===== src/pbs_pkg.sv =====
// Purpose: shared constants and types for the packed byte pack / quad subtract datapath
// Assumes: eight 32-bit data registers, one core clock
// Notes: no software-visible registers
`default_nettype none
package pbs_pkg;
    localparam int DATA_W = 32;
    localparam int BYTE_W = 8;
    localparam int HALF_W = 16;
    localparam int REG_CNT = 8;
    localparam int LANES = 4;
    localparam int OFFSET_W = 2;
    localparam logic [2:0] PAIR_LOW_BASE = 3'h0;
    localparam logic [2:0] PAIR_HIGH_BASE = 3'h2;
    localparam logic [31:0] RESULT_RST = 32'h0;
    localparam logic [2:0] ADDR_RST = 3'h0;
    localparam int RESULT_LATENCY = 1;

    typedef enum logic [1:0] {
        PBS_OP_NONE,
        PBS_OP_PACK,
        PBS_OP_QSUB,
        PBS_OP_SAA
    } pbs_op_t;

    // srcA/srcB: any register for pack, low register of a pair otherwise
    typedef struct packed {
        logic valid;
        pbs_op_t op;
        logic wide32;
        logic reverse;
        logic [2:0] srcA;
        logic [2:0] srcB;
        logic [2:0] destA;
        logic [2:0] destB;
    } pbs_issue_t;

    // companion instruction in the same bundle
    typedef struct packed {
        logic valid;
        logic wide32;
        logic allowed;
        logic load32;
        logic misaligned;
    } pbs_slot_t;

    typedef struct packed {
        logic en;
        logic [2:0] addr;
        logic [31:0] data;
    } pbs_write_t;

    typedef logic [REG_CNT-1:0][DATA_W-1:0] pbs_regs_t;
endpackage
`default_nettype wire


===== src/pbs_datapath.sv =====
// Purpose: packed byte pack and quad byte subtract execution with issue checks
// Assumes: decoder and register file on the same clock; register reads valid with issue
// Notes: one registered stage; subtract-absolute-accumulate only gets operand checks
// Contract
// - pack takes bytes 0 and 2 of each source, first source low
// - quad subtract: byte pairs 0,1 to destination A, pairs 2,3 to B
// - bytes unsigned, difference written sign-extended into sixteen bits
// - quad subtract sources only data_pair_low or data_pair_high
// - first window offset from two low bits of first_align_index
// - second window offset from two low bits of second_align_index
// - forward view high register bytes 7..4, offset picks start byte
// - reverse option takes low-order bytes from high register
// - reverse view low register bytes 7..4, same offset choice
// - suppress misalign fault of parallel 32-bit loads while issued
// - all three operations must be 32-bit instruction words
// - only allowed 16-bit companions may share the bundle
// - subtract-absolute-accumulate sources only the two pairs
`default_nettype none
module pbs_datapath (
    // clock and reset
    input wire logic clock,
    input wire logic reset,
    // issue from decoder
    input wire pbs_pkg::pbs_issue_t issue,
    input wire pbs_pkg::pbs_slot_t slotA,
    input wire pbs_pkg::pbs_slot_t slotB,
    // register file read and index registers
    input wire pbs_pkg::pbs_regs_t regs,
    input wire logic [pbs_pkg::OFFSET_W-1:0] firstAlignIndex,
    input wire logic [pbs_pkg::OFFSET_W-1:0] secondAlignIndex,
    // register file writes
    output pbs_pkg::pbs_write_t writeA,
    output pbs_pkg::pbs_write_t writeB,
    // status towards core
    output logic illegalIssue,
    output logic flagWrite,
    output logic misalignSuppress,
    // operands for the accumulate unit
    output logic saaAccept,
    output logic [pbs_pkg::DATA_W-1:0] saaBytesA,
    output logic [pbs_pkg::DATA_W-1:0] saaBytesB
);
    import pbs_pkg::*;

    logic isPack;
    logic isQsub;
    logic isSaa;
    logic isByteOp;
    logic pairOkA;
    logic pairOkB;
    logic slotOkA;
    logic slotOkB;
    logic encodingOk;
    logic accept;
    logic [DATA_W-1:0] packWord;
    logic [DATA_W-1:0] windowA;
    logic [DATA_W-1:0] windowB;
    logic [DATA_W-1:0] diffLow;
    logic [DATA_W-1:0] diffHigh;
    logic [LANES-1:0][HALF_W-1:0] diff;
    pbs_write_t writeA_d;
    pbs_write_t writeB_d;
    pbs_write_t writeA_q;
    pbs_write_t writeB_q;
    logic illegal_q;
    logic flag_q;
    logic saaAccept_q;
    logic [DATA_W-1:0] saaA_q;
    logic [DATA_W-1:0] saaB_q;

    // decode
    assign isPack = issue.valid && (issue.op == PBS_OP_PACK);
    assign isQsub = issue.valid && (issue.op == PBS_OP_QSUB);
    assign isSaa = issue.valid && (issue.op == PBS_OP_SAA);
    assign isByteOp = isPack || isQsub || isSaa;

    // pair operands must name one of the two pairs
    assign pairOkA = (issue.srcA == PAIR_LOW_BASE) || (issue.srcA == PAIR_HIGH_BASE);
    assign pairOkB = (issue.srcB == PAIR_LOW_BASE) || (issue.srcB == PAIR_HIGH_BASE);

    // companions must be 16-bit and of an allowed class
    assign slotOkA = !slotA.valid || (!slotA.wide32 && slotA.allowed);
    assign slotOkB = !slotB.valid || (!slotB.wide32 && slotB.allowed);

    assign encodingOk = issue.wide32
        && slotOkA && slotOkB
        && (isPack || (pairOkA && pairOkB));
    assign accept = isByteOp && encodingOk;

    // parallel 32-bit loads do not raise misalignment while a byte op issues
    assign misalignSuppress = isByteOp && ((slotA.valid && slotA.load32 && slotA.misaligned)
        || (slotB.valid && slotB.load32 && slotB.misaligned));

    // pack gathers low byte of each half-word
    assign packWord = {regs[issue.srcB][23:16], regs[issue.srcB][7:0],
        regs[issue.srcA][23:16], regs[issue.srcA][7:0]};

    // byte windows from each pair
    pbs_byte_align u_alignA (
        .lowWord(regs[issue.srcA]),
        .highWord(regs[{issue.srcA[2:1], 1'b1}]),
        .reverse(issue.reverse),
        .offset(firstAlignIndex),
        .window(windowA)
    );

    pbs_byte_align u_alignB (
        .lowWord(regs[issue.srcB]),
        .highWord(regs[{issue.srcB[2:1], 1'b1}]),
        .reverse(issue.reverse),
        .offset(secondAlignIndex),
        .window(windowB)
    );

    // unsigned byte differences, sixteen-bit wrap gives sign extension
    genvar i;
    generate
        for (i = 0; i < LANES; i++) begin : g_diff
            assign diff[i] = {8'h00, windowA[i*BYTE_W +: BYTE_W]}
                - {8'h00, windowB[i*BYTE_W +: BYTE_W]};
        end
    endgenerate

    assign diffLow = {diff[1], diff[0]};
    assign diffHigh = {diff[3], diff[2]};

    // next write values
    always_comb begin
        writeA_d = '{en: 1'b0, addr: ADDR_RST, data: RESULT_RST};
        writeB_d = '{en: 1'b0, addr: ADDR_RST, data: RESULT_RST};
        if (accept && isPack) begin
            writeA_d = '{en: 1'b1, addr: issue.destA, data: packWord};
        end else if (accept && isQsub) begin
            writeA_d = '{en: 1'b1, addr: issue.destA, data: diffLow};
            writeB_d = '{en: 1'b1, addr: issue.destB, data: diffHigh};
        end
    end

    // result stage
    always_ff @(posedge clock or posedge reset) begin
        if (reset) begin
            writeA_q <= '{en: 1'b0, addr: ADDR_RST, data: RESULT_RST};
            writeB_q <= '{en: 1'b0, addr: ADDR_RST, data: RESULT_RST};
        end else begin
            writeA_q <= writeA_d;
            writeB_q <= writeB_d;
        end
    end

    // illegal encoding report
    always_ff @(posedge clock or posedge reset) begin
        if (reset) begin
            illegal_q <= 1'b0;
        end else begin
            illegal_q <= isByteOp && !encodingOk;
        end
    end

    // status flags are never written by these operations
    always_ff @(posedge clock or posedge reset) begin
        if (reset) begin
            flag_q <= 1'b0;
        end else begin
            flag_q <= 1'b0;
        end
    end

    // accumulate-unit operand hand-off
    always_ff @(posedge clock or posedge reset) begin
        if (reset) begin
            saaAccept_q <= 1'b0;
            saaA_q <= RESULT_RST;
            saaB_q <= RESULT_RST;
        end else begin
            saaAccept_q <= accept && isSaa;
            if (accept && isSaa) begin
                saaA_q <= windowA;
                saaB_q <= windowB;
            end
        end
    end

    assign writeA = writeA_q;
    assign writeB = writeB_q;
    assign illegalIssue = illegal_q;
    assign flagWrite = flag_q;
    assign saaAccept = saaAccept_q;
    assign saaBytesA = saaA_q;
    assign saaBytesB = saaB_q;

    // checks
    logic [DATA_W-1:0] expPack;
    logic [BYTE_W-1:0] expDiff0;
    logic [BYTE_W-1:0] expDiff2;
    assign expPack = {regs[issue.srcB][23:16], regs[issue.srcB][7:0],
        regs[issue.srcA][23:16], regs[issue.srcA][7:0]};
    assign expDiff0 = windowA[7:0] - windowB[7:0];
    assign expDiff2 = windowA[23:16] - windowB[23:16];
endmodule
`default_nettype wire


===== src/pbs_byte_align.sv =====
// Purpose: picks a four-byte window out of an eight-byte register pair view
// Assumes: offset already limited to two bits
// Notes: purely combinational
`default_nettype none
module pbs_byte_align (
    // pair data
    input wire logic [pbs_pkg::DATA_W-1:0] lowWord,
    input wire logic [pbs_pkg::DATA_W-1:0] highWord,
    // selection
    input wire logic reverse,
    input wire logic [pbs_pkg::OFFSET_W-1:0] offset,
    // window, lowest byte first
    output logic [pbs_pkg::DATA_W-1:0] window
);
    import pbs_pkg::*;

    logic [2*DATA_W-1:0] view;

    // reverse order puts the high register in bytes 3..0
    assign view = reverse ? {lowWord, highWord} : {highWord, lowWord};

    genvar i;
    generate
        for (i = 0; i < LANES; i++) begin : g_lane
            logic [2:0] pick;
            assign pick = 3'(offset) + 3'(i);
            assign window[i*BYTE_W +: BYTE_W] = view[pick*BYTE_W +: BYTE_W];
        end
    endgenerate
endmodule
`default_nettype wire


===== config.mk =====
export PLATFORM = sky130hd
export DESIGN_NAME = pbs_datapath
export DESIGN_NICKNAME = d
export VERILOG_FILES = /design/src/pbs_pkg.sv /design/src/pbs_datapath.sv /design/src/pbs_byte_align.sv
export SDC_FILE = /design/constraint.sdc
export NUM_CORES = 1
export LEC_CHECK = 0
export CAP_MARGIN = 20
export CORE_ASPECT_RATIO = 1.25
export CORE_UTILIZATION = 30
export CTS_CLUSTER_SIZE = 20
export DETAILED_ROUTE_END_ITERATION = 6
export DONT_BUFFER_PORTS = 1
export RECOVER_POWER = 50
export SETUP_SLACK_MARGIN = 0.4
export SLEW_MARGIN = 20
export SYNTH_ARGS = -nofsm -noshare
export SYNTH_HDL_FRONTEND = slang
export SYNTH_SLANG_ARGS = --single-unit
export TNS_END_PERCENT = 5

===== constraint.sdc =====
create_clock -name clock -period 3.45 [get_ports clock]
set_input_delay 0 -clock clock [delete_from_list [all_inputs] [get_ports clock]]
set_output_delay 0 -clock clock [all_outputs]
set_load 0.005 [all_outputs]

# Yosys cells after proc, flatten, opt, wreduce, memory -nomap -nowiden
# Index checks and enable logic that the tools add are counted.
[word_totals]
regBits = 138
wordCells = 85
[classes]
add_sub_neg = 10
magnitude_cmp = 4
eq_ne = 5
shift = 8
n_mux = 14
reduce_logical = 34
[op_table]
columns = ["op", "count"]
rows = [
  ["indexed part select 64 x 7 -> 8 bit", 6],
  ["binary-select mux 32 bit (select 3 bit)", 2],
  ["2-to-1 mux 36 bit", 4],
  ["binary-select mux 32 bit (select 2 bit)", 2],
  ["2-to-1 mux 32 bit", 4],
  ["2-to-1 mux 64 bit", 2],
  ["indexed part select 64 x 6 -> 8 bit", 2],
  ["subtractor 8 x 8 -> 9 bit", 4],
  ["logical AND 1 bit", 19],
  ["< comparator 3 x 4 -> 1 bit, second input constant", 4],
  ["adder 2 x 2 -> 3 bit, second input constant", 4],
  ["logical OR 1 bit", 8],
  ["adder 2 x 1 -> 3 bit, second input constant", 2],
  ["equality test 3 x 2 -> 1 bit, second input constant", 2],
  ["zero test 3 bit", 2],
  ["zero test 1 bit", 5],
  ["equality test 2 bit, second input constant", 2],
  ["equality test 2 x 1 -> 1 bit, second input constant", 1],
]

# Logic depth before layout (Yosys ltp)
[logic_depth]
word_depth = 10
mapped_depth = 19

# Hierarchy
# From an unflattened synthesis, not the netlist that was laid out.
[hier_totals]
hier_cells = 1051
area_unflattened_um2 = 12926.1
[by_module_without_submodules]
columns = ["module", "n_inst", "cells_each", "area_each_um2"]
rows = [
  ["pbs_datapath", 1, 699, 9638.0],
  ["pbs_byte_align", 2, 176, 1644.1],
]

# Worst setup path after synthesis
# OpenSTA, ideal clock, no wires.
[synth_path]
path_type = "input-to-reg"
from = "input port issue[11] in the netlist's numbering"
to = "register writeA_q, in the netlist writeA[25]"
setup_time_ns = 0.083
t_arrival_ns = 3.304
required_time_ns = 3.367
slack_ns = 0.063
path_stages = 19
n_path_buf = 5
cell_sequence = "buf_6 buf_8 buf_6 buf_4 buf_2 mux2i_1 o22ai_1 nor2_1 o21ai_0 o21ai_0 ha_1 inv_1 fa_1 a21o_1 a21oi_1 o21ai_0 a21o_1 a211o_1 o21ai_0"
[synth_rtl]
columns = ["element", "line", "rtl"]
rows = [
  ["from (decl)", "pbs_datapath.sv:24", "input wire pbs_pkg::pbs_issue_t issue,"],
  ["to (signal assigned)", "pbs_datapath.sv:142", "writeA_q <= '{en: 1'b0, addr: ADDR_RST, data: RESULT_RST};"],
  ["to (signal assigned)", "pbs_datapath.sv:145", "writeA_q <= writeA_d;"],
  ["to (decl)", "pbs_datapath.sv:63", "pbs_write_t writeA_q;"],
]

==> results.json <==
{
  "status": "finished with violations",
  "violations": "design-rule violations, max-capacitance violations, max-slew violations",
  "critical_path.slowest_cell": "mux4_2",
  "vias": 12600,
  "arrival_ns": 3.43,
  "hold_class": "in -> reg",
  "cts.sinks": 124,
  "power.density_nw_per_um2": 370,
  "report.final.slew_viol_count": 126,
  "criticalPathCategory": "in -> reg",
  "synth_top_area_share_pct": 22.2,
  "fp-row-count": 88,
  "p_leak_uw": 0.00698,
  "grt_pass1_vias": 13100,
  "slew_headroom_pct": -62.1,
  "cp-end-kind": "register",
  "cts_buffer_depth": 2,
  "ys_seq_area_share_pct": 22.2,
  "via_per_inst": 6.23,
  "hpwl_um": 53400,
  "clk_pin_slew_ns": 0.07,
  "synth_flop_cell": "dfrtp_1",
  "dr.first_iter.drc_count": 965,
  "die_w_um": 195,
  "coreArea_um2": 46000,
  "power_uw": 5870,
  "fmaxAchievable_mhz": 326,
  "cts_tree": "done",
  "syn_to_final_growth_pct": 13.7,
  "clockRootBuffer": "clkbuf_16",
  "synthCells": 1361,
  "synth_fp_nets": 1688,
  "dieArea_um2": 47400,
  "routed_wl_um": 65500,
  "crit_required_ns": 3.81,
  "grt_usage_pct": 27.3,
  "ys_ff_latch": 124,
  "worst_pin_slew_ns": 2.43,
  "antenna_left": 0,
  "drv_cap": 2,
  "finalSetupViolCount": 0,
  "synth_edf_count": 0,
  "async_flop_share_pct": 100,
  "dr.pass1.iters": 7,
  "drc": 10,
  "synthDistinctLibCells": 69,
  "finalHoldViolations": 0,
  "synth_common_cells": "mux2i_1 (251), dfrtp_1 (124), mux2_2 (106), nand2_1 (105), mux4_2 (97)",
  "num_io_pins": 429,
  "path_cells": "mux4_2 > nand2_1 > o31ai_1 > buf_4 > mux2i_1 > a222oi_1 > buf_4 > fa_2 > a21o_1 > a21oi_2 > o21ai_1 > a21o_1 > a211o_1 > buf_12 > o21ai_0",
  "rr_worst_depth": 1,
  "synth_top_cell_by_area": "dfrtp_1",
  "clock_skew_ns": 0,
  "gp_congestion": 1.01,
  "yosysWarnings": 0,
  "cp_num_buf_inv": 3,
  "htreeDepth": 4,
  "crit_path_start_kind": "primary input",
  "initial_core_util_pct": 30.3,
  "grt_first_pass_wirelength_um": 93200,
  "whs_path_depth": 3,
  "synth_area_leaders": "dfrtp_1 (22%), mux2i_1 (18%), mux4_2 (16%)",
  "wl_per_cell_um": 32.5,
  "peakVddDrop_mv": 0.259,
  "period_share_pct": 88.8,
  "antenna_found_initial": 1,
  "cts_made_buffers": 17,
  "syn_avg_cell_area_um2": 10.3,
  "critPathMaxStageDelay_ns": 0.61,
  "layout-drive-gt1-share_pct": 27.7,
  "rsz0062_at_grt": "true",
  "grt_max_degree": 127,
  "synth_most_common_cell": "mux2i_1",
  "layout_setup_ws_ns": 0.387,
  "min_period_ns": 3.06,
  "path_max_fanout": 117,
  "clk_latency_ns": 0.43,
  "path_depth": 15,
  "nNetsFinal": 1746,
  "dpl_worst_slack_ns": -0.106,
  "die_h_um": 243,
  "synth_area_um2": 14000,
  "cp_top_family": "compound AO/OA/AOI/OAI gates",
  "diodes": 0,
  "portBuffers": 0,
  "grt_overflow": 0
}
==> layout make-up <==
type	count	area, um2
multi-input cells	1089	10000
well taps	585	732
clock inverters	14	160
inverters	24	91.3
repair buffers	163	1340
clock buffers	18	429
fillers	4679	30200
flip-flops and latches	124	3100
==> timing repair <==
action | in CTS | in global routing
setup endpoints to repair | 7 | 21
cloned | 0 | 0
hold endpoints to repair | 176 | 0
hold buffers | 39 | 0
resized for setup | 1 | 5
buffers inserted | 0 | 0
==> per-layer routing <==
metal / track usage [%] / vias up / share of wire, %
li1: - / 5410 / -
met1: 31.5 / 6403 / 39
met2: 48.3 / 631 / 50
met3: 6.21 / 125 / 6.8
met4: 10.9 / 0 / 4.3
met5: 0 / - / 0
==> tightest hold or removal path: stages <==
cell	delay [ns]
mux4_2	0.20
mux2i_1	0.08
o21ai_0	0.16
==> through the flow <==
| stage | util, % | hold WS (ns) | setup TNS [ns] | area, um2 | cells |
|---|---|---|---|---|---|
| after floorplan | - | 0.0961 | 0 | 14000 | 1361 |
| after global placement | 32.4 | 0.0384 | -0.137 | 14900 | 1946 |
| after detailed placement | 32.4 | 0.0513 | -1.09 | 14900 | 1946 |
| after CTS | 34.5 | 0.000284 | 0 | 15900 | 2017 |
| after global routing | 34.5 | 0.0154 | 0 | 15900 | 2017 |
| final | 34.5 | 0.0302 | 0 | 15900 | 2017 |
==> logic make-up (layout without fill, tap and decap cells) <==
| family | count (synthesis) | after routing | synth area share, % |
|---|---|---|---|
| adders and majority gates | 38 | 38 | 3.62 |
| and+or+nand+nor | 251 | 251 | 8.07 |
| AOI/OAI and AO/OA | 319 | 319 | 15.6 |
| muxes | 461 | 461 | 43.0 |
| xor gates and xnor gates | 19 | 19 | 1.19 |
| buffers and inverters | 148 | 219 | 6.23 |
| DFF | 124 | 124 | 22.2 |
| other | 1 | 1 | 0.0269 |
==> where the power goes <==
| part | switching [uW] | internal [uW] |
|---|---|---|
| registers | 44.8 | 1500 |
| logic | 1300 | 1180 |
| clock network | 770 | 1080 |
==> final timing paths <==
check / from / end / slack, ns
setup / recovery: issue[10] / writeA[25]$_DFF_PP0_ / 0.39
max in group asynchronous: reset / writeB[4]$_DFF_PP0_ / 1.04
hold reg to reg: saaBytesB[9]$_DFFE_PP0P_ / saaBytesB[9]$_DFFE_PP0P_ / 0.52
min in group asynchronous: reset / illegalIssue$_DFF_PP0_ / 0.65
setup reg to reg: saaBytesA[1]$_DFFE_PP0P_ / saaBytesA[1]$_DFFE_PP0P_ / 2.60
hold / removal: regs[21] / writeA[13]$_DFF_PP0_ / 0.03
==> cell usage in the layout (no fill, tap or decap), drive strengths merged, types with 8 or more instances in the layout <==
cell type    netlist  final
o22ai             52     52
dfrtp            124    124
a22oi             19     19
a21o              11     11
xnor2             14     14
or3               11     11
o21ai             85     85
o22a               9      9
mux4              97     97
inv               19     23
or2                9      9
a31oi              8      8
clkinv             5     10
mux2             111    111
mux2i            253    253
ha                34     34
nor3              17     17
nand2            105    105
nor2              64     64
o221ai            11     11
nand3             17     17
buf               85    122
and2              12     12
a221o             21     21
clkbuf            39     20
dlygate4sd3        0     39
a21oi             38     38
==> sequential cells by signal, indices dropped and copies added, names as in the netlist <==
name / count
writeA: 36
saaBytesA: 32
saaBytesB: 32
writeB: 22
illegalIssue: 1
saaAccept: 1
(Power assumes the default switching activity.)
